==> src/design/mpcd_pkg.sv <==
// mpcd_pkg: constants, carriers and decode functions of the pin code decoder.
// assumes: 7-bit function codes, status and control bits supplied by the device core.
package mpcd_pkg;

    // register map, byte addresses on the apb bus
    localparam logic [11:0] REG_PCFG_BASE = 12'h000;  // pin config, one word per pin
    localparam logic [11:0] REG_CTL_SW    = 12'h040;  // software copy of control bits
    localparam logic [11:0] REG_CTL_EFF   = 12'h044;  // effective control bits, read only
    localparam logic [11:0] REG_PIN_ST    = 12'h048;  // pin levels, read only
    localparam int          MAX_PINS      = 8;        // config words reserved

    // pin config field positions
    localparam int PCFG_CODE_LSB = 0;                 // function code, 7 bits
    localparam int PCFG_DIR_BIT  = 8;                 // 1 = control input
    localparam int PIN_ST_OUT_LSB = 8;                // pin drive levels in status word

    // control bit indices
    localparam int CTL_W         = 21;
    localparam int CTL_CHAIN0_PD = 0;                 // first_loop_chain power-down
    localparam int CTL_FREERUN   = 1;                 // primary_digital_loop user freerun
    localparam int CTL_HOLDOVER  = 2;                 // user holdover
    localparam int CTL_CLR_HIST  = 3;                 // clear tuning word history
    localparam int CTL_DIST_SYNC = 4;                 // sync first distribution dividers
    localparam int CTL_PROFILE0  = 5;                 // profile select bits 5..7
    localparam int CTL_GRP0_A    = 8;                 // grp0_out_a mute pos/neg, reset
    localparam int CTL_GRP0_B    = 11;                // grp0_out_b
    localparam int CTL_GRP0_C    = 14;                // grp0_out_c
    localparam int CTL_MUTE_ALL  = 17;                // grp0_all_outputs mute
    localparam int CTL_RST_ALL   = 18;                // grp0_all_outputs driver reset
    localparam int CTL_NSHOT     = 19;                // counted pulse burst request
    localparam int CTL_CHAIN1_PD = 20;                // second_loop_chain power-down
    localparam logic [4:0] CTL_NONE = 5'h1F;          // no control effect

    // reset values
    localparam logic [20:0] CTL_SW_RST = 21'h0_0000;
    localparam logic [7:0]  PCFG_RST   = 8'h00;       // code 0, status direction

    // width of per-channel distribution vectors
    localparam int DIST_CH = 6;

    // pin configuration carrier
    typedef struct packed {
        logic       dir_in;                           // 1 = control input
        logic [6:0] code;                             // function code
    } mpcd_pcfg_t;

    // device status bits feeding the status codes
    typedef struct packed {
        logic               p_pstep_evt;              // primary phase step event
        logic               p_pstep_msk;
        logic               p_fa_act;                 // primary fast acquisition active
        logic               p_fa_done;
        logic               p_fb_resync;              // feedback divider resync
        logic [DIST_CH-1:0] d1_slew_lim;              // first distribution slew limiters
        logic [DIST_CH-1:0] d1_phase_err;             // first distribution phase errors
        logic               s_phase_lock;             // secondary_digital_loop
        logic               s_freq_lock;
        logic               s_analog_lock;            // secondary_analog_loop locked
        logic               s_cal_busy;
        logic [5:0]         s_active_src;             // active indication source bits
        logic               s_freerun;
        logic               s_holdover;
        logic               s_switching;
        logic               s_hist_avail;
        logic               s_freq_clamp;
        logic               s_slew_lim;
        logic               s_hist_upd_evt;
        logic               s_hist_upd_msk;
        logic               d2_sync_evt;              // second distribution synchronized
        logic               d2_sync_msk;
        logic               s_pstep_evt;
        logic               s_pstep_msk;
        logic               s_fa_act;
        logic               s_fa_done;
    } mpcd_sts_t;

    // status level for a code; unassigned codes give low
    function automatic logic sts_sel(input logic [6:0] code, input mpcd_sts_t s);
        logic r;
        r = 1'b0;
        unique case (code)
            7'h3E:   r = s.p_pstep_evt & s.p_pstep_msk;
            7'h3F:   r = s.p_fa_act;
            7'h40:   r = s.p_fa_done;
            7'h41:   r = s.p_fb_resync;                              // see RQ8
            7'h42:   r = |s.d1_slew_lim;
            7'h43:   r = |s.d1_phase_err;
            7'h50:   r = s.s_phase_lock;                             // see RQ14
            7'h51:   r = s.s_freq_lock;
            7'h52:   r = s.s_analog_lock;
            7'h53:   r = s.s_cal_busy;
            7'h54:   r = |s.s_active_src;
            7'h55:   r = s.s_freerun;                                // see RQ16
            7'h56:   r = s.s_holdover;
            7'h57:   r = s.s_switching;
            7'h58:   r = s.s_hist_avail;                             // see RQ17
            7'h59:   r = s.s_hist_upd_evt & s.s_hist_upd_msk;
            7'h5A:   r = s.s_freq_clamp;
            7'h5B:   r = s.s_slew_lim;
            7'h5C:   r = s.d2_sync_evt & s.d2_sync_msk;
            7'h5E:   r = s.s_pstep_evt & s.s_pstep_msk;
            7'h5F:   r = s.s_fa_act;                                 // see RQ21
            7'h60:   r = s.s_fa_done;
            default: r = 1'b0;
        endcase
        return r;
    endfunction

    // control bit index for a code, CTL_NONE when unassigned
    function automatic logic [4:0] ctl_idx(input logic [6:0] code);
        logic [4:0] r;
        r = CTL_NONE;
        if (code >= 7'h40 && code <= 7'h47) begin
            r = 5'(code - 7'h40);
        end else if (code >= 7'h50 && code <= 7'h5B) begin
            r = 5'(code - 7'h48);
        end else if (code == 7'h60) begin
            r = 5'(CTL_CHAIN1_PD);
        end
        return r;
    endfunction

endpackage

==> src/design/mpcd_top.sv <==
// mpcd_top: multifunction pin code decoder with apb register access.
// assumes: pin inputs synchronous to pclk, status bits from the device core,
// effective control bits consumed by the loops and output drivers.
//
// Overview of operation
// RQ1 - code 3E: primary phase step and mask
// RQ2 - codes 3F/40: primary fast acquisition flags
// RQ3 - control 40/60: chain power-down bits
// RQ4 - control 41/42: primary freerun, holdover requests
// RQ5 - control 43: clear primary tuning history
// RQ6 - control 44: first distribution sync request
// RQ7 - control 45..47: profile select bits 0..2
// RQ8 - status 41: primary feedback divider resync
// RQ9 - status 42: OR of slew limiters
// RQ10 - status 43: OR of phase offset errors
// RQ11 - control 50..58: per-output mute and reset
// RQ12 - control 59/5A: mute all, reset all
// RQ13 - control 5B: counted pulse burst request
// RQ14 - status 50..53: secondary lock and calibration flags
// RQ15 - status 54: secondary loop active indication
// RQ16 - status 55..57: secondary freerun, holdover, switching
// RQ17 - status 58/5A/5B: secondary history, clamp, slew
// RQ18 - status 59: history update event and mask
// RQ19 - status 5C: second distribution sync and mask
// RQ20 - status 5E: secondary phase step and mask
// RQ21 - status 5F/60: secondary fast acquisition flags
// RQ22 - unassigned codes: no effect, pin low
// RQ23 - host holds control level several cycles
`timescale 1ns/1ps
module mpcd_top #(
    parameter int NUM_PINS = 4                          // multifunction pins
) (
    input  wire logic                  pclk,
    input  wire logic                  presetn,
    input  wire logic                  psel,
    input  wire logic                  penable,
    input  wire logic                  pwrite,
    input  wire logic [11:0]           paddr,
    input  wire logic [31:0]           pwdata,
    output logic [31:0]                prdata,
    output logic                       pready,
    output logic                       pslverr,
    input  wire mpcd_pkg::mpcd_sts_t   sts,
    input  wire logic [NUM_PINS-1:0]   pin_in,
    output logic [NUM_PINS-1:0]        pin_out,
    output logic [NUM_PINS-1:0]        pin_oe,
    output logic [mpcd_pkg::CTL_W-1:0] ctl_eff
);

    // address classes
    typedef enum logic [4:0] {
        MPCD_A_PCFG = 5'b00001,
        MPCD_A_SW   = 5'b00010,
        MPCD_A_EFF  = 5'b00100,
        MPCD_A_PIN  = 5'b01000,
        MPCD_A_BAD  = 5'b10000
    } mpcd_acls_t;

    mpcd_pkg::mpcd_pcfg_t          pcfg_reg [NUM_PINS];  // per-pin config
    logic [mpcd_pkg::CTL_W-1:0]    ctl_sw_reg;           // software control bits
    logic [mpcd_pkg::CTL_W-1:0]    ctl_eff_next;         // bits after pin proxies
    logic [4:0]                    prox_idx [NUM_PINS];  // proxied bit per pin
    logic [31:0]                   rdata_next;           // read mux
    logic                          wr_en;                // write takes effect
    logic                          setup_rd;             // read setup phase
    mpcd_acls_t                    acls;                 // class of paddr
    logic [2:0]                    pin_sel;              // config word index

    // classify an address; used by write and read paths
    function automatic mpcd_acls_t addr_cls(input logic [11:0] a);
        mpcd_acls_t r;
        r = MPCD_A_BAD;
        if (a[1:0] != 2'b00) begin
            r = MPCD_A_BAD;
        end else if (a < mpcd_pkg::REG_PCFG_BASE + 12'(4 * NUM_PINS)) begin
            r = MPCD_A_PCFG;
        end else if (a == mpcd_pkg::REG_CTL_SW) begin
            r = MPCD_A_SW;
        end else if (a == mpcd_pkg::REG_CTL_EFF) begin
            r = MPCD_A_EFF;
        end else if (a == mpcd_pkg::REG_PIN_ST) begin
            r = MPCD_A_PIN;
        end
        return r;
    endfunction

    // bus decode, zero wait states
    assign acls     = addr_cls(paddr);
    assign pin_sel  = paddr[4:2];
    assign wr_en    = psel & penable & pwrite;
    assign setup_rd = psel & ~penable & ~pwrite;
    assign pready   = 1'b1;

    // pin cells: status drive and control proxy index
    for (genvar p = 0; p < NUM_PINS; p++) begin : g_pin
        mpcd_pin_cell u_cell (
            .pclk     (pclk),
            .presetn  (presetn),
            .cfg      (pcfg_reg[p]),
            .sts      (sts),
            .pin_out  (pin_out[p]),
            .pin_oe   (pin_oe[p]),
            .prox_idx (prox_idx[p])
        );

        // config word write
        always_ff @(posedge pclk or negedge presetn) begin
            if (!presetn) begin
                pcfg_reg[p] <= mpcd_pkg::PCFG_RST;
            end else if (wr_en && acls == MPCD_A_PCFG && pin_sel == 3'(p)) begin
                pcfg_reg[p].code   <= pwdata[mpcd_pkg::PCFG_CODE_LSB +: 7];
                pcfg_reg[p].dir_in <= pwdata[mpcd_pkg::PCFG_DIR_BIT];
            end
        end
    end

    // software control register
    always_ff @(posedge pclk or negedge presetn) begin
        if (!presetn) begin
            ctl_sw_reg <= mpcd_pkg::CTL_SW_RST;
        end else if (wr_en && acls == MPCD_A_SW) begin
            ctl_sw_reg <= pwdata[mpcd_pkg::CTL_W-1:0];
        end
    end

    // pin levels override software bits; lowest pin index wins
    always_comb begin
        ctl_eff_next = ctl_sw_reg;
        for (int p = NUM_PINS - 1; p >= 0; p--) begin
            // unassigned codes leave every bit alone, see RQ22
            if (prox_idx[p] != mpcd_pkg::CTL_NONE) begin
                ctl_eff_next[prox_idx[p]] = pin_in[p];  // see RQ3 see RQ4 see RQ5
            end
        end
    end

    // effective control bits, one register stage from pin to bit
    always_ff @(posedge pclk or negedge presetn) begin
        if (!presetn) begin
            ctl_eff <= mpcd_pkg::CTL_SW_RST;
        end else begin
            ctl_eff <= ctl_eff_next;  // see RQ6 see RQ7 see RQ11 see RQ12 see RQ13
        end
    end

    // read mux; unmapped reads return zero
    always_comb begin
        rdata_next = 32'h0000_0000;
        unique case (acls)
            MPCD_A_PCFG: begin
                for (int p = 0; p < NUM_PINS; p++) begin
                    if (pin_sel == 3'(p)) begin
                        rdata_next[mpcd_pkg::PCFG_CODE_LSB +: 7] = pcfg_reg[p].code;
                        rdata_next[mpcd_pkg::PCFG_DIR_BIT]       = pcfg_reg[p].dir_in;
                    end
                end
            end
            MPCD_A_SW:  rdata_next[mpcd_pkg::CTL_W-1:0] = ctl_sw_reg;
            MPCD_A_EFF: rdata_next[mpcd_pkg::CTL_W-1:0] = ctl_eff;
            MPCD_A_PIN: begin
                rdata_next[NUM_PINS-1:0] = pin_in;
                rdata_next[mpcd_pkg::PIN_ST_OUT_LSB +: NUM_PINS] = pin_out;
            end
            MPCD_A_BAD: rdata_next = 32'h0000_0000;
        endcase
    end

    // read data captured in the setup cycle, shown in the access cycle
    always_ff @(posedge pclk or negedge presetn) begin
        if (!presetn) begin
            prdata <= 32'h0000_0000;
        end else if (setup_rd) begin
            prdata <= rdata_next;
        end
    end

    // error answer for any access to an unmapped word
    always_ff @(posedge pclk or negedge presetn) begin
        if (!presetn) begin
            pslverr <= 1'b0;
        end else if (psel && !penable) begin
            pslverr <= (acls == MPCD_A_BAD);
        end
    end

    logic       p0_stat;  // pin 0 is a status output
    logic [6:0] p0_code;  // pin 0 code
    assign p0_stat = ~pcfg_reg[0].dir_in;
    assign p0_code = pcfg_reg[0].code;
endmodule

==> src/design/mpcd_pin_cell.sv <==
// mpcd_pin_cell: one multifunction pin, status drive and control proxy index.
// assumes: config and status come from the top, pin input already synchronous.
`timescale 1ns/1ps
module mpcd_pin_cell (
    input  wire logic               pclk,
    input  wire logic               presetn,
    input  wire mpcd_pkg::mpcd_pcfg_t cfg,      // code and direction
    input  wire mpcd_pkg::mpcd_sts_t  sts,      // device status bits
    output logic                    pin_out,  // registered drive level
    output logic                    pin_oe,   // high while driving
    output logic [4:0]              prox_idx  // control bit proxied, or none
);

    // status drive level, low when the pin is an input
    always_ff @(posedge pclk or negedge presetn) begin
        if (!presetn) begin
            pin_out <= 1'b0;
        end else if (cfg.dir_in) begin
            pin_out <= 1'b0;
        end else begin
            pin_out <= mpcd_pkg::sts_sel(cfg.code, sts);
        end
    end

    // output enable follows the direction bit
    always_ff @(posedge pclk or negedge presetn) begin
        if (!presetn) begin
            pin_oe <= 1'b0;
        end else begin
            pin_oe <= ~cfg.dir_in;
        end
    end

    // which control bit this pin stands in for
    always_comb begin
        prox_idx = mpcd_pkg::CTL_NONE;
        if (cfg.dir_in) begin
            prox_idx = mpcd_pkg::ctl_idx(cfg.code);
        end
    end

endmodule

==> config.mk <==
export PLATFORM = sky130hd
export DESIGN_NAME = mpcd_top
export DESIGN_NICKNAME = d
export VERILOG_FILES = /design/src/design/mpcd_pkg.sv /design/src/design/mpcd_top.sv /design/src/design/mpcd_pin_cell.sv
export SDC_FILE = /design/constraint.sdc
export NUM_CORES = 1
export LEC_CHECK = 0
export ABC_AREA = 1
export BUFFER_PORTS_ARGS = -buffer_cell sky130_fd_sc_hd__buf_2
export CORE_MARGIN = 1.5
export CORE_UTILIZATION = 45
export DETAILED_ROUTE_END_ITERATION = 6
export PLACE_DENSITY = 0.71
export RECOVER_POWER = 100
export SLEW_MARGIN = 20
export SYNTH_ARGS = -nofsm -noshare
export SYNTH_HDL_FRONTEND = slang
export SYNTH_HIERARCHICAL = 1
export SYNTH_SLANG_ARGS = --single-unit
==> constraint.sdc <==
create_clock -name pclk -period 5.4 [get_ports pclk]
set_input_delay 0.81 -clock pclk [delete_from_list [all_inputs] [get_ports pclk]]
set_output_delay 0.81 -clock pclk [all_outputs]
set_load 0.02 [all_outputs]
Word level (Yosys, flattened, before mapping)
Cells that the tools add are included.
{ "word_totals": {"regBits": 104, "latch_bits": 0, "ram_bits": 0, "mem_bits_ro": 0, "word_cells": 254, "n_memories": 0} }
{ "classes": {"add_sub_neg": 8, "multipliers": 0, "div": 0, "order_cmp": 25, "eq_ne": 103, "shifts": 0, "muxes": 59, "bitwise": 14, "n_reduce_logical": 25} }
{ "op_table": {"columns": ["op", "n"], "rows": [
  ["$eq 7x7->1 const B", 80],
  ["$pmux 1 s22", 4],
  ["$mux 5", 17],
  ["$bwmux 21", 4],
  ["$mux 21", 4],
  ["$eq 7x6->1 const B", 8],
  ["$ge 7x7->1 const B", 8],
  ["$le 7x7->1 const B", 8],
  ["$eq 12x7->1 const B", 3],
  ["$mux 7", 4],
  ["$lt 5x6->1 const B", 4],
  ["$demux 1 s5", 4],
  ["$ge 5x1->1 const B", 4],
  ["$ne 5x5->1 const B", 4],
  ["$pmux 4 s5", 1],
  ["$sub 5x1->5 const B", 4],
  ["$sub 5x4->5 const B", 4],
  ["$logic_and 1x1->1", 19],
  ["$pmux 3 s3", 2],
  ["$pmux 9 s2", 1],
  ["$reduce_or 6->1", 3],
  ["$mux 4", 4],
  ["$lt 12x5->1 const B", 1],
  ["$mux 1", 12],
  ["14 further kinds", 27]
]} }

Longest topological paths before layout
Gate-level depths: netlist (run 1).
{ "logic_depth": {"word_depth": 17, "depth_mapped": 19} }

Modules after synthesis
Netlist (run 1), hierarchy kept.
{ "modules_own_cells": {"columns": ["module", "instances", "cells_per_inst", "area_per_inst_um2", "seq_area_each_um2"], "rows": [
  ["mpcd_top", 1, 890, 6070.8, 2402.3],
  ["mpcd_pin_cell", 4, 142, 685.7, 50.0]
]} }

Worst setup path after synthesis (run 1)
Ideal clock, no wire load.
{ "synth_timing": {"kind": "reg2reg", "startpoint": "reg pcfg_reg[4] in the netlist's numbering", "endpoint": "reg ctl_eff[1] in the netlist's numbering", "setup_time_ns": 0.077, "arrival_time_ns": 2.230, "setup_slack_ns": 3.093, "stages_incl_launch_ff": 17, "path_cell_list": "dfrtp_1 inv_1 ha_1 inv_1 nor2_1 nand2_1 nand2_2 inv_2 nand2_2 o2111ai_1 inv_1 nand2_1 nor2_1 nand3_1 nand3_1 nand3_1 a21oi_1"} }
{ "synth_rtl": {"columns": ["item", "line", "text"], "rows": [
  ["from (decl)", "mpcd_top.sv:59", "mpcd_pkg::mpcd_pcfg_t pcfg_reg [NUM_PINS];"],
  ["from (signal, indexed assignment)", "mpcd_top.sv:109", "pcfg_reg[p] <= mpcd_pkg::PCFG_RST;"],
  ["to (signal assigned)", "mpcd_top.sv:140", "ctl_eff <= mpcd_pkg::CTL_SW_RST;"],
  ["to (signal assigned)", "mpcd_top.sv:142", "ctl_eff <= ctl_eff_next;"],
  ["to (decl)", "mpcd_top.sv:47", "output logic [mpcd_pkg::CTL_W-1:0] ctl_eff"]
]} }

Final worst setup path (run 1)
{ "layout_timing": {"startpoint": "in paddr[4]", "endpoint": "reg ctl_sw_reg[15] in the netlist's numbering"} }
{ "layout_between": {"elab_chain_cells": 8} }
{ "layout_lines": {"columns": ["item", "line", "text"], "rows": [
  ["from (decl)", "mpcd_top.sv:38", "input wire logic [11:0] paddr,"],
  ["parallel branches: the longest is 4 deep, another holds $lt 12x5->1", null, null],
  ["$mux 5 (*)", "mpcd_top.sv:75", "end else if (a < mpcd_pkg::REG_PCFG_BASE + 12'(4 * NUM_PINS)) begin"],
  ["$mux 5 (*)", "mpcd_top.sv:73", "if (a[1:0] != 2'b00) begin"],
  ["$eq 5x2->1 (*)", "mpcd_top.sv:121", "end else if (wr_en && acls == MPCD_A_SW) begin"],
  ["$logic_and 1x1->1 (*)", "mpcd_top.sv:121", null],
  ["to (signal assigned)", "mpcd_top.sv:120", "ctl_sw_reg <= mpcd_pkg::CTL_SW_RST;"],
  ["to (signal assigned)", "mpcd_top.sv:122", "ctl_sw_reg <= pwdata[mpcd_pkg::CTL_W-1:0];"],
  ["to (decl)", "mpcd_top.sv:60", "logic [mpcd_pkg::CTL_W-1:0] ctl_sw_reg;"]
]} }
Mark *: on every way between the ends.
A chain may end at the register's enable or synchronous reset.

==> out/qor.csv, run 1 <==
stage,metric,value,unit
outcome,status,"complete, but fails checks",
outcome,violated checks,"design-rule violations, max-capacitance violations, max-slew violations",
route,vias per cell,5.33,
route,drt first pass iters,7,
timing,Worst Tran Pin Value,3150,ps
route,drt wl/cell,16.0,um
hold_path,Worst Hold Class,reg2reg,
place,post-placement cell area,9610,sq um
global_route,number of global-route vias before repair,8568,
cells_and_area,Layout Nets,1680,
critical_path,r2r startpoint,pcfg_reg[4],
clock_tree,number of setup buffers added after CTS,0,
clock_tree,"Reg clk slew, reported paths",80,ps
place,Placed Cells,1828,
route,via count,9837,
clock_tree,deepest clock path buffer count,2,
power,VDD IR-drop max,0.141,mV
timing,clock period minus worst slack,3450,ps
global_route,largest net degree at the start of global routing,60,
critical_path,Setup CP Type,in2reg,
floorplan,Initial Util,45.6,%
global_route,GR Overflow Total,0,
logic_synthesis,Post-Synthesis Cell Area,8810,sq um
clock_tree,# H-tree levels,3,
timing,clk_skew,7.23,ps
logic_synthesis,Netlist cell types,39,
cells_and_area,synth-to-layout area growth,10.5,%
logic_synthesis,#FFs+latches synth,104,
logic_synthesis,Synth Flop Type,dfrtp_1,
clock_tree,cts repair resizes,0,
logic_synthesis,Yosys top cell area share,29.5,%
place,routability congestion estimate,0.975,
cells_and_area,final instance count without filler cells,1845,
clock_tree,CTS Buf Count,9,
cells_and_area,"Design Area, Final",9740,sq um
timing,fmax,290,MHz
logic_synthesis,Mapped Avg Cell Area,6.04,sq um
critical_path,R2R Path End,ctl_eff[10],
timing,count of final max-slew check failures,103,
clock_tree,Post-CTS Hold Buffers,0,
timing,Final setup viols,0,
cells_and_area,max FFs per register,25,
timing,setup_tns,0,ps
hold_path,hold path endpoint,prdata[10],
hold_path,hold_sp,prdata[10],
route,Initial DRC Count,1037,
power,leak pwr,4.92,nW
logic_synthesis,"area leader, netlist",dfrtp_1,
cells_and_area,"commonest cells after routing, fill and taps aside","nand2_1, nor2_1, nand3_1, inv_1, dfrtp_1",
timing,Hold Slack,482,ps
power,power density over cell area,166,nW/um^2
logic_synthesis,number of synthesized flops with an enable pin,0,
timing,Fin. Hold Viols,0,
timing,Tcrit/Tclk final,63.9,%
hold_path,Hold Path Stages,2,
critical_path,Startpoint Class,primary input,
floorplan,number of cell rows,51,
route,Final ANT Viol Nets,0,
logic_synthesis,total number of yosys warnings,6,
timing,Slew headroom,-110,%
route,drt drc,1,
cells_and_area,"commonest non-fill, non-tap cell in the layout",nand2_1,
floorplan,IO Count,157,
flow_run,max-cap violations,2,
floorplan,Core Region,19300,sq um
critical_path,worst r2r path cells,14,
power,Overall Power,1.62,mW
cells_and_area,Layout Utilization,50.4,%
clock_tree,clk_lat worst skew,360,ps
logic_synthesis,top post-synthesis cells by area,"dfrtp_1, nand2_1, nand3_1",
timing,unrepaired setup endpoints after global routing,false,
clock_tree,root buffer cell,clkbuf_16,
critical_path,R2R setup slack,2060,ps
cells_and_area,layout cell share with drive strength beyond 1,11.2,%
logic_synthesis,share of flip-flops with an asynchronous set or reset,100,%
floorplan,Die Footprint,20400,sq um
global_route,initial antenna violation count,0,
critical_path,WP data arrival,3640,ps
critical_path,largest fanout on the critical path,42,
clock_tree,CTS sink cnt,104,
place,"worst slack, placed",2160,ps
logic_synthesis,Gate Count Post-Synth,1458,
clock_tree,CTS tree,done,
cells_and_area,Filler cells,2094,
timing,Final Worst Setup Slack,1950,ps
logic_synthesis,"Seq/Total Area, Yosys",29.5,%
floorplan,Die W,143,um
place,number of I/O port buffers,133,
global_route,Total GRT Usage,29.2,%
critical_path,Critical Path End Type,flop,
route,routed wire length,29.5,mm
floorplan,Die Y-Extent,143,um
critical_path,Critical Path RT,5590,ps
place,dpl hpwl,23.3,mm
global_route,first-pass GRT wire length,46.0,mm
worst max-delay path, stage by stage:
cell      delay [ps]
clkbuf_1         140
nor2_1           160
nand2_1          180
inv_1            500
nand3_1         1290
nor2_1           470
a21oi_2           60
worst max-delay path by stage:
stage / from / end / slack, ps / depth (start not counted)
finish: paddr[4] / ctl_sw_reg[15] / 1950 / 7
floorplan: pcfg_reg[4] / ctl_eff[1] / 3090 / 16
global placement: paddr[4] / ctl_sw_reg[14] / 2240 / 7
global route: presetn / ctl_eff[4] / 1410 / 2
detailed placement: paddr[4] / ctl_sw_reg[7] / 2160 / 7
CTS: pcfg_reg[4] / ctl_eff[20] / 2380 / 15
area by class of cell:
class,instances,area (sq um),share of cell area (%)
diodes,1,2.50,0.0257
well taps,265,332,3.40
multi-input cells,1159,5260,54.0
clock inverters,7,90.1,0.925
flip-flops and latches,104,2600,26.7
inverters,166,624,6.41
repair buffers,134,606,6.22
clock buffers,9,225,2.31
synth_stat cells, types with 3 or more instances:
master     number
dfrtp_1       104
or2_2           4
o2111ai_1       4
nor2_1        233
inv_2          13
nor2_4         10
buf_6           5
nand3_4         4
nand3b_1        6
inv_1         152
nand3_1       205
ha_1           12
nor2_2         15
buf_4          14
o21ai_0        33
nand2_4         3
o21ai_1        53
buf_2           7
a22oi_1         4
a21boi_0        4
nand2_2        24
o21ai_2         4
nand3_2         5
nand2_1       452
nor3_1         16
clkbuf_1       12
a21oi_1        35
a21oi_2        10
power by group:
| group | internal, mW | switching (mW) | total, mW |
|---|---|---|---|
| Sequential | 0.780 | 0.00132 | 0.781 |
| Clock | 0.370 | 0.327 | 0.697 |
| Combinational | 0.0364 | 0.106 | 0.142 |
| Total | 1.19 | 0.434 | 1.62 |
cells by family (layout without fill, tap and decap cells):
kind of cell               Yosys count  in the layout  synth area share [%]
and+or+nand+nor                    986            986                  49.3
AOI/OAI and AO/OA                  149            149                  9.50
other                                2             13                0.0852
DFF                                104            104                  29.5
adders and majority gates           12             12                  1.70
buffers and inverters              205            316                  9.88
metal layers:
layer	global-route usage (%)	wire, um	up-vias
met5	0	0	-
met4	5.48	386	0
met3	6.54	3020	29
met2	42.2	12300	470
met1	44.4	13800	4497
li1	-	-	4841
Note: power is estimated with default switching activity, not from simulation.
==> run 2: changes to the inputs <==
ABC_AREA = 0   (was 1)
PLACE_DENSITY = 0.74   (was 0.71)
clock period = 3.05 ns   (was 5.4 ns; I/O delays follow)
==> run 2 against run 1 <==
The run ends with design-rule violations left. Critical path type is now reg2reg. Design area about the same. Hold slack got worse by 160 ps. Register-to-register slack got worse by 2000 ps. Via count decreased by 11%. Non-clock buffer count increased by 74.
==> out/qor.csv, run 2 <==
stage,metric,value,unit
outcome,status,"complete, but fails checks",
outcome,violated checks,design-rule violations,
logic_synthesis,Synth Flop Type,dfrtp_1,
timing,fmax,330,MHz
global_route,initial antenna violation count,2,
cells_and_area,synth-to-layout area growth,17.6,%
clock_tree,Post-CTS Hold Buffers,0,
floorplan,number of cell rows,49,
critical_path,Worst path slowest cell,or4_1,
critical_path,max incr delay on CP,590,ps
critical_path,Critical Path RT,3280,ps
clock_tree,clk_lat worst skew,370,ps
critical_path,Critical Path End Type,flop,
cells_and_area,Layout Nets,1202,
place,routability congestion estimate,0.994,
cells_and_area,max FFs per register,25,
critical_path,WP data arrival,3260,ps
place,number of I/O port buffers,133,
cells_and_area,"commonest cells after routing, fill and taps aside","dfrtp_1, buf_2, nor2_1, nand2_1, buf_4",
route,drt wl/cell,22.4,um
timing,setup_tns,0,ps
cells_and_area,Layout Utilization,54.1,%
power,VDD IR-drop max,0.293,mV
power,Combinational Power Share,8.9,%
logic_synthesis,#FFs+latches synth,104,
cells_and_area,final instance count without filler cells,1331,
timing,Tcrit/Tclk final,99.4,%
global_route,GR Overflow Total,0,
clock_tree,# H-tree levels,3,
timing,Slew headroom,0.886,%
logic_synthesis,Gate Count Post-Synth,947,
logic_synthesis,Post-Synthesis Cell Area,8290,sq um
critical_path,CP Cell Sequence,buf_4 -> or4_1 -> nor3_1 -> o31ai_1 -> buf_4 -> nor3b_2 -> nand2_1 -> a222oi_1 -> o31ai_1,
logic_synthesis,"Seq/Total Area, Yosys",31.4,%
logic_synthesis,top post-synthesis cells by area,"dfrtp_1, mux2_2, mux2i_1",
route,via count,8736,
critical_path,largest fanout on the critical path,19,
power,Sw Share,27.2,%
power,clock power share,42.3,%
clock_tree,root buffer cell,clkbuf_16,
floorplan,Initial Util,46.0,%
cells_and_area,"commonest non-fill, non-tap cell in the layout",dfrtp_1,
power,sw power,0.771,mW
clock_tree,deepest clock path buffer count,2,
timing,clock period minus worst slack,3030,ps
logic_synthesis,total number of yosys warnings,6,
clock_tree,"Reg clk slew, reported paths",80,ps
clock_tree,CTS Buf Count,9,
power,sequential power share,48.8,%
floorplan,IO Count,157,
logic_synthesis,"area leader, netlist",dfrtp_1,
route,Final ANT Viol Nets,0,
logic_synthesis,Yosys top cell area share,31.4,%
timing,clk_skew,10.5,ps
clock_tree,CTS sink cnt,104,
route,vias per cell,6.56,
timing,Final setup viols,0,
route,routed wire length,29.8,mm
floorplan,Die Footprint,19300,sq um
timing,count of final max-slew check failures,0,
logic_synthesis,most numerous cell in the Yosys netlist,dfrtp_1,
global_route,number of global-route vias before repair,7911,
hold_path,Worst Hold Class,in2reg,
clock_tree,CTS tree,done,
logic_synthesis,share of flip-flops with an asynchronous set or reset,100,%
critical_path,Startpoint Class,flop,
logic_synthesis,number of synthesized flops with an enable pin,0,
logic_synthesis,Post-synth top cells,"dfrtp_1, nand2_1, nor2_1",
floorplan,Core Region,18000,sq um
global_route,largest net degree at the start of global routing,60,
flow_run,max-cap violations,0,
cells_and_area,layout cell share with drive strength beyond 1,25.0,%
timing,Fin. Hold Viols,0,
floorplan,Die Y-Extent,139,um
timing,Worst Tran Pin Value,1490,ps
power,power density over cell area,290,nW/um^2
place,Placed Cells,1314,
power,leak pwr,4.09,nW
critical_path,Buffers & Inverters on Critical Path,2,
critical_path,"delay-heaviest family, CP",simple AND/OR/NAND/NOR gates,
logic_synthesis,Netlist cell types,66,
route,drt first pass iters,7,
global_route,Total GRT Usage,30.2,%
floorplan,Die W,139,um
route,drt drc,7,
timing,Hold Slack,322,ps
power,internal power,2.06,mW
route,Initial DRC Count,1175,
critical_path,Setup CP Type,reg2reg,
place,dpl hpwl,22.3,mm
global_route,first-pass GRT wire length,45.8,mm
logic_synthesis,Mapped Avg Cell Area,8.76,sq um
-- run 2: changes by cell type after synthesis, moves of 24 or more --
cell,before,now
clkbuf_1,12,44
inv_1,152,24
mux2_2,0,54
mux2i_1,0,56
nand2_1,452,76
nand2_2,24,0
nand3_1,205,26
nor2_1,233,76
o21ai_1,53,12
or4_1,0,24
-- run 2: cells by family after synthesis --
family	Yosys count	share of synthesized area, %
and+or+nand+nor	378	25.8
DFF	104	31.4
buffers and inverters	104	5.82
muxes	116	15.7
AOI/OAI and AO/OA	231	19.4
adders and majority gates	12	1.81
other	2	0.0906
-- run 2: path summary, 6_finish.rpt --
check | start | endpoint | slack, ps | cells past startpoint
min in group asynchronous | presetn | prdata[18] | 450 | 1
max reg2reg | pcfg_reg[3] | ctl_eff[4] | 20 | 9
min | pwdata[18] | ctl_sw_reg[18] | 320 | 2
max | pcfg_reg[3] | ctl_eff[4] | 20 | 9
min reg2reg | prdata[20] | prdata[20] | 480 | 2
max in group asynchronous | presetn | pcfg_reg[12] | 680 | 2
-- run 2: metal layers --
metal	vias to the layer above	global-route usage [%]	routed length [um]
met5	-	1.00	13
met4	2	9.10	741
met3	64	6.77	3720
met2	585	42.8	12400
met1	4169	45.6	12800
li1	3916	-	-
-- run 2: repair_timing --
item                       in CTS  in global routing
pin swaps                       0                  2
buffers inserted                0                  0
resized for setup               1                 21
setup endpoints to repair       2                 20
-- run 2: per-stage QoR --
step                      area, sq um  power (mW)  setup WS [ps]
after detailed placement         9480        1.66           29.0
after global routing             9750        2.91          -36.9
after CTS                        9780        2.84           37.0
after global placement           9480        1.66           95.6
after floorplan                  8330        1.52            163
final                            9750        2.83           17.9
-- run 2: area by class of cell --
cell class	count	area (sq um)
timing repair buffer	208	1140
sequential	104	2600
clock buffer	10	239
multi-input combinational	749	5330
fill	1725	8280
tap	229	287
clock inverter	6	61.3
inverter	24	90.1
antenna	1	2.50
-- run 2: power groups by stage --
| stage | clock network, mW | logic [mW] | registers [mW] |
|---|---|---|---|
| floorplan | 0 | 0.113 | 1.41 |
| global placement | 0 | 0.251 | 1.41 |
| detailed placement | 0 | 0.252 | 1.41 |
| CTS | 1.20 | 0.253 | 1.38 |
| global route | 1.25 | 0.271 | 1.38 |
| finish | 1.20 | 0.252 | 1.38 |
==> run 3: changes to the inputs <==
ABC_AREA = 1   (was 0)
PLACE_DENSITY = 0.73   (was 0.74)
==> run 3 against run 2 <==
The run now ends clean. Power grew 2.0%. Global-route usage is 1.2 points lower. Sequential share of layout area down 0.49 points. Wire length fell by 0.78%. Utilization fell by 2.7 points. Register-to-register slack improved by 210 ps. Critical path depth rose by 8. Critical path type unchanged.
==> out/qor.csv, run 3 (synthesized netlist as in run 1, its figures left out) <==
stage,metric,value,unit
timing,Final setup viols,0,
clock_tree,CTS Buf Count,9,
timing,setup_tns,0,ps
outcome,status,"finished, final reports clean",
floorplan,Die W,143,um
hold_path,Worst Hold Class,in2reg,
route,routed wire length,29.5,mm
route,via count,9940,
power,VDD IR-drop max,0.295,mV
critical_path,Setup CP Type,reg2reg,
cells_and_area,max FFs per register,25,
critical_path,Worst path slowest cell,dfrtp_1,
critical_path,Startpoint Class,flop,
clock_tree,number of setup buffers added after CTS,0,
critical_path,Buffers & Inverters on Critical Path,5,
route,Final ANT Viol Nets,0,
critical_path,Critical Path RT,3310,ps
clock_tree,CTS tree,done,
floorplan,Core Region,19300,sq um
global_route,Total GRT Usage,28.9,%
clock_tree,CTS sink cnt,104,
critical_path,max incr delay on CP,590,ps
route,drt first pass iters,6,
global_route,largest net degree at the start of global routing,55,
cells_and_area,layout cell share with drive strength beyond 1,12.7,%
clock_tree,# H-tree levels,3,
timing,Worst Tran Pin Value,1320,ps
critical_path,"delay-heaviest family, CP",simple AND/OR/NAND/NOR gates,
cells_and_area,Layout Utilization,51.4,%
flow_run,max-cap violations,0,
timing,Fin. Hold Viols,0,
place,dpl hpwl,23.3,mm
floorplan,IO Count,157,
clock_tree,Post-CTS Hold Buffers,0,
route,drt wl/cell,15.8,um
critical_path,Critical Path End Type,flop,
cells_and_area,synth-to-layout area growth,12.7,%
place,routability congestion estimate,0.995,
timing,clk_skew,8.24,ps
power,Overall Power,2.89,mW
cells_and_area,Filler cells,2058,
cells_and_area,Antenna Cells,0,
cells_and_area,Layout Nets,1703,
clock_tree,cts repair resizes,0,
timing,Final Worst Setup Slack,225,ps
clock_tree,deepest clock path buffer count,2,
global_route,GR Overflow Total,0,
timing,unrepaired setup endpoints after global routing,false,
route,vias per cell,5.32,
timing,Slew headroom,12.0,%
route,drt drc,0,
clock_tree,clk_lat worst skew,360,ps
place,number of I/O port buffers,133,
place,"worst slack, placed",355,ps
critical_path,CP Cell Sequence,inv_1 -> ha_1 -> inv_1 -> nor2_1 -> nand2_1 -> nand2_2 -> inv_2 -> nand2_2 -> nand2_1 -> nand2_2 -> nand2_1 -> inv_1 -> nor2_1 -> nand2_1 -> o21ai_0 -> inv_1 -> a21oi_1,
power,power density over cell area,291,nW/um^2
power,leak pwr,5.04,nW
clock_tree,root buffer cell,clkbuf_16,
timing,fmax,354,MHz
timing,count of final max-slew check failures,0,
floorplan,Initial Util,45.6,%
global_route,number of global-route vias before repair,8606,
cells_and_area,"commonest non-fill, non-tap cell in the layout",nand2_1,
timing,clock period minus worst slack,2820,ps
timing,Tcrit/Tclk final,92.6,%
global_route,initial antenna violation count,0,
global_route,first-pass GRT wire length,45.4,mm
route,Initial DRC Count,1240,
floorplan,number of cell rows,51,
floorplan,Die Footprint,20400,sq um
clock_tree,"Reg clk slew, reported paths",80,ps
floorplan,Die Y-Extent,143,um
critical_path,largest fanout on the critical path,9,
critical_path,WP data arrival,3090,ps
cells_and_area,"commonest cells after routing, fill and taps aside","nand2_1, nor2_1, nand3_1, inv_1, dfrtp_1",
-- run 3: cell types whose count changed in the layout (fill, tap and decap cells not counted), sizes merged, moves of 23 or more --
cell | before | now
nand2 | 76 | 479
nand3 | 26 | 214
nor2 | 77 | 259
inv | 27 | 168
mux2i | 56 | 0
mux2 | 54 | 0
buf | 148 | 97
nor4 | 26 | 1
o21ai | 65 | 90
or4 | 24 | 0
o22ai | 23 | 0
-- run 3: metrics by stage --
| stage | instance area, sq um | cells | hold slack, ps |
|---|---|---|---|
| after detailed placement | 9800 | 1851 | 460 |
| after CTS | 10100 | 1867 | 156 |
| final | 9930 | 1867 | 334 |
| after global routing | 9930 | 1867 | 333 |
| after floorplan | 8850 | 1468 | 162 |
| after global placement | 9800 | 1851 | 459 |
-- run 3: per-layer routing --
metal | track usage [%] | share of wire (%) | vias to the layer above
met1 | 42.9 | 46 | 4517
met3 | 5.70 | 9.6 | 52
li1 | - | - | 4890
met5 | 0 | 0 | -
met4 | 7.81 | 2.4 | 0
met2 | 42.5 | 42 | 481
-- run 3: path summary, 6_finish.rpt --
path	startpoint	end	slack, ps	depth (start not counted)
setup / recovery	pcfg_reg[20]	ctl_eff[5]	230	17
hold / removal	pwdata[7]	ctl_sw_reg[7]	330	3
max in group asynchronous	presetn	p0_code[3]	740	2
hold reg to reg	prdata[20]	prdata[20]	480	2
min in group asynchronous	presetn	prdata[15]	380	1
setup reg to reg	pcfg_reg[20]	ctl_eff[5]	230	17
-- run 3: layout make-up --
| class | instances | area (sq um) | share of cell area (%) |
|---|---|---|---|
| clock buffers | 10 | 239 | 2.41 |
| clock inverters | 6 | 83.8 | 0.844 |
| inverters | 166 | 624 | 6.29 |
| multi-input cells | 1159 | 5290 | 53.3 |
| flip-flops and latches | 104 | 2600 | 26.2 |
| well taps | 265 | 332 | 3.34 |
| repair buffers | 157 | 762 | 7.67 |
-- run 3: report_power, final --
| part | switching, mW | internal [mW] | leakage [nW] |
|---|---|---|---|
| registers | 0.00200 | 1.38 | 1.33 |
| logic | 0.188 | 0.0651 | 3.55 |
| clock network | 0.570 | 0.680 | 0.158 |
-- run 3: worst register-to-register path, delay by kind of cell, from the launching register on --
kind	cells	cell delay (ps)
flops	1	590
fa+ha+maj	1	230
simple gates	9	1080
buf+inv	5	430
compound gates	2	410
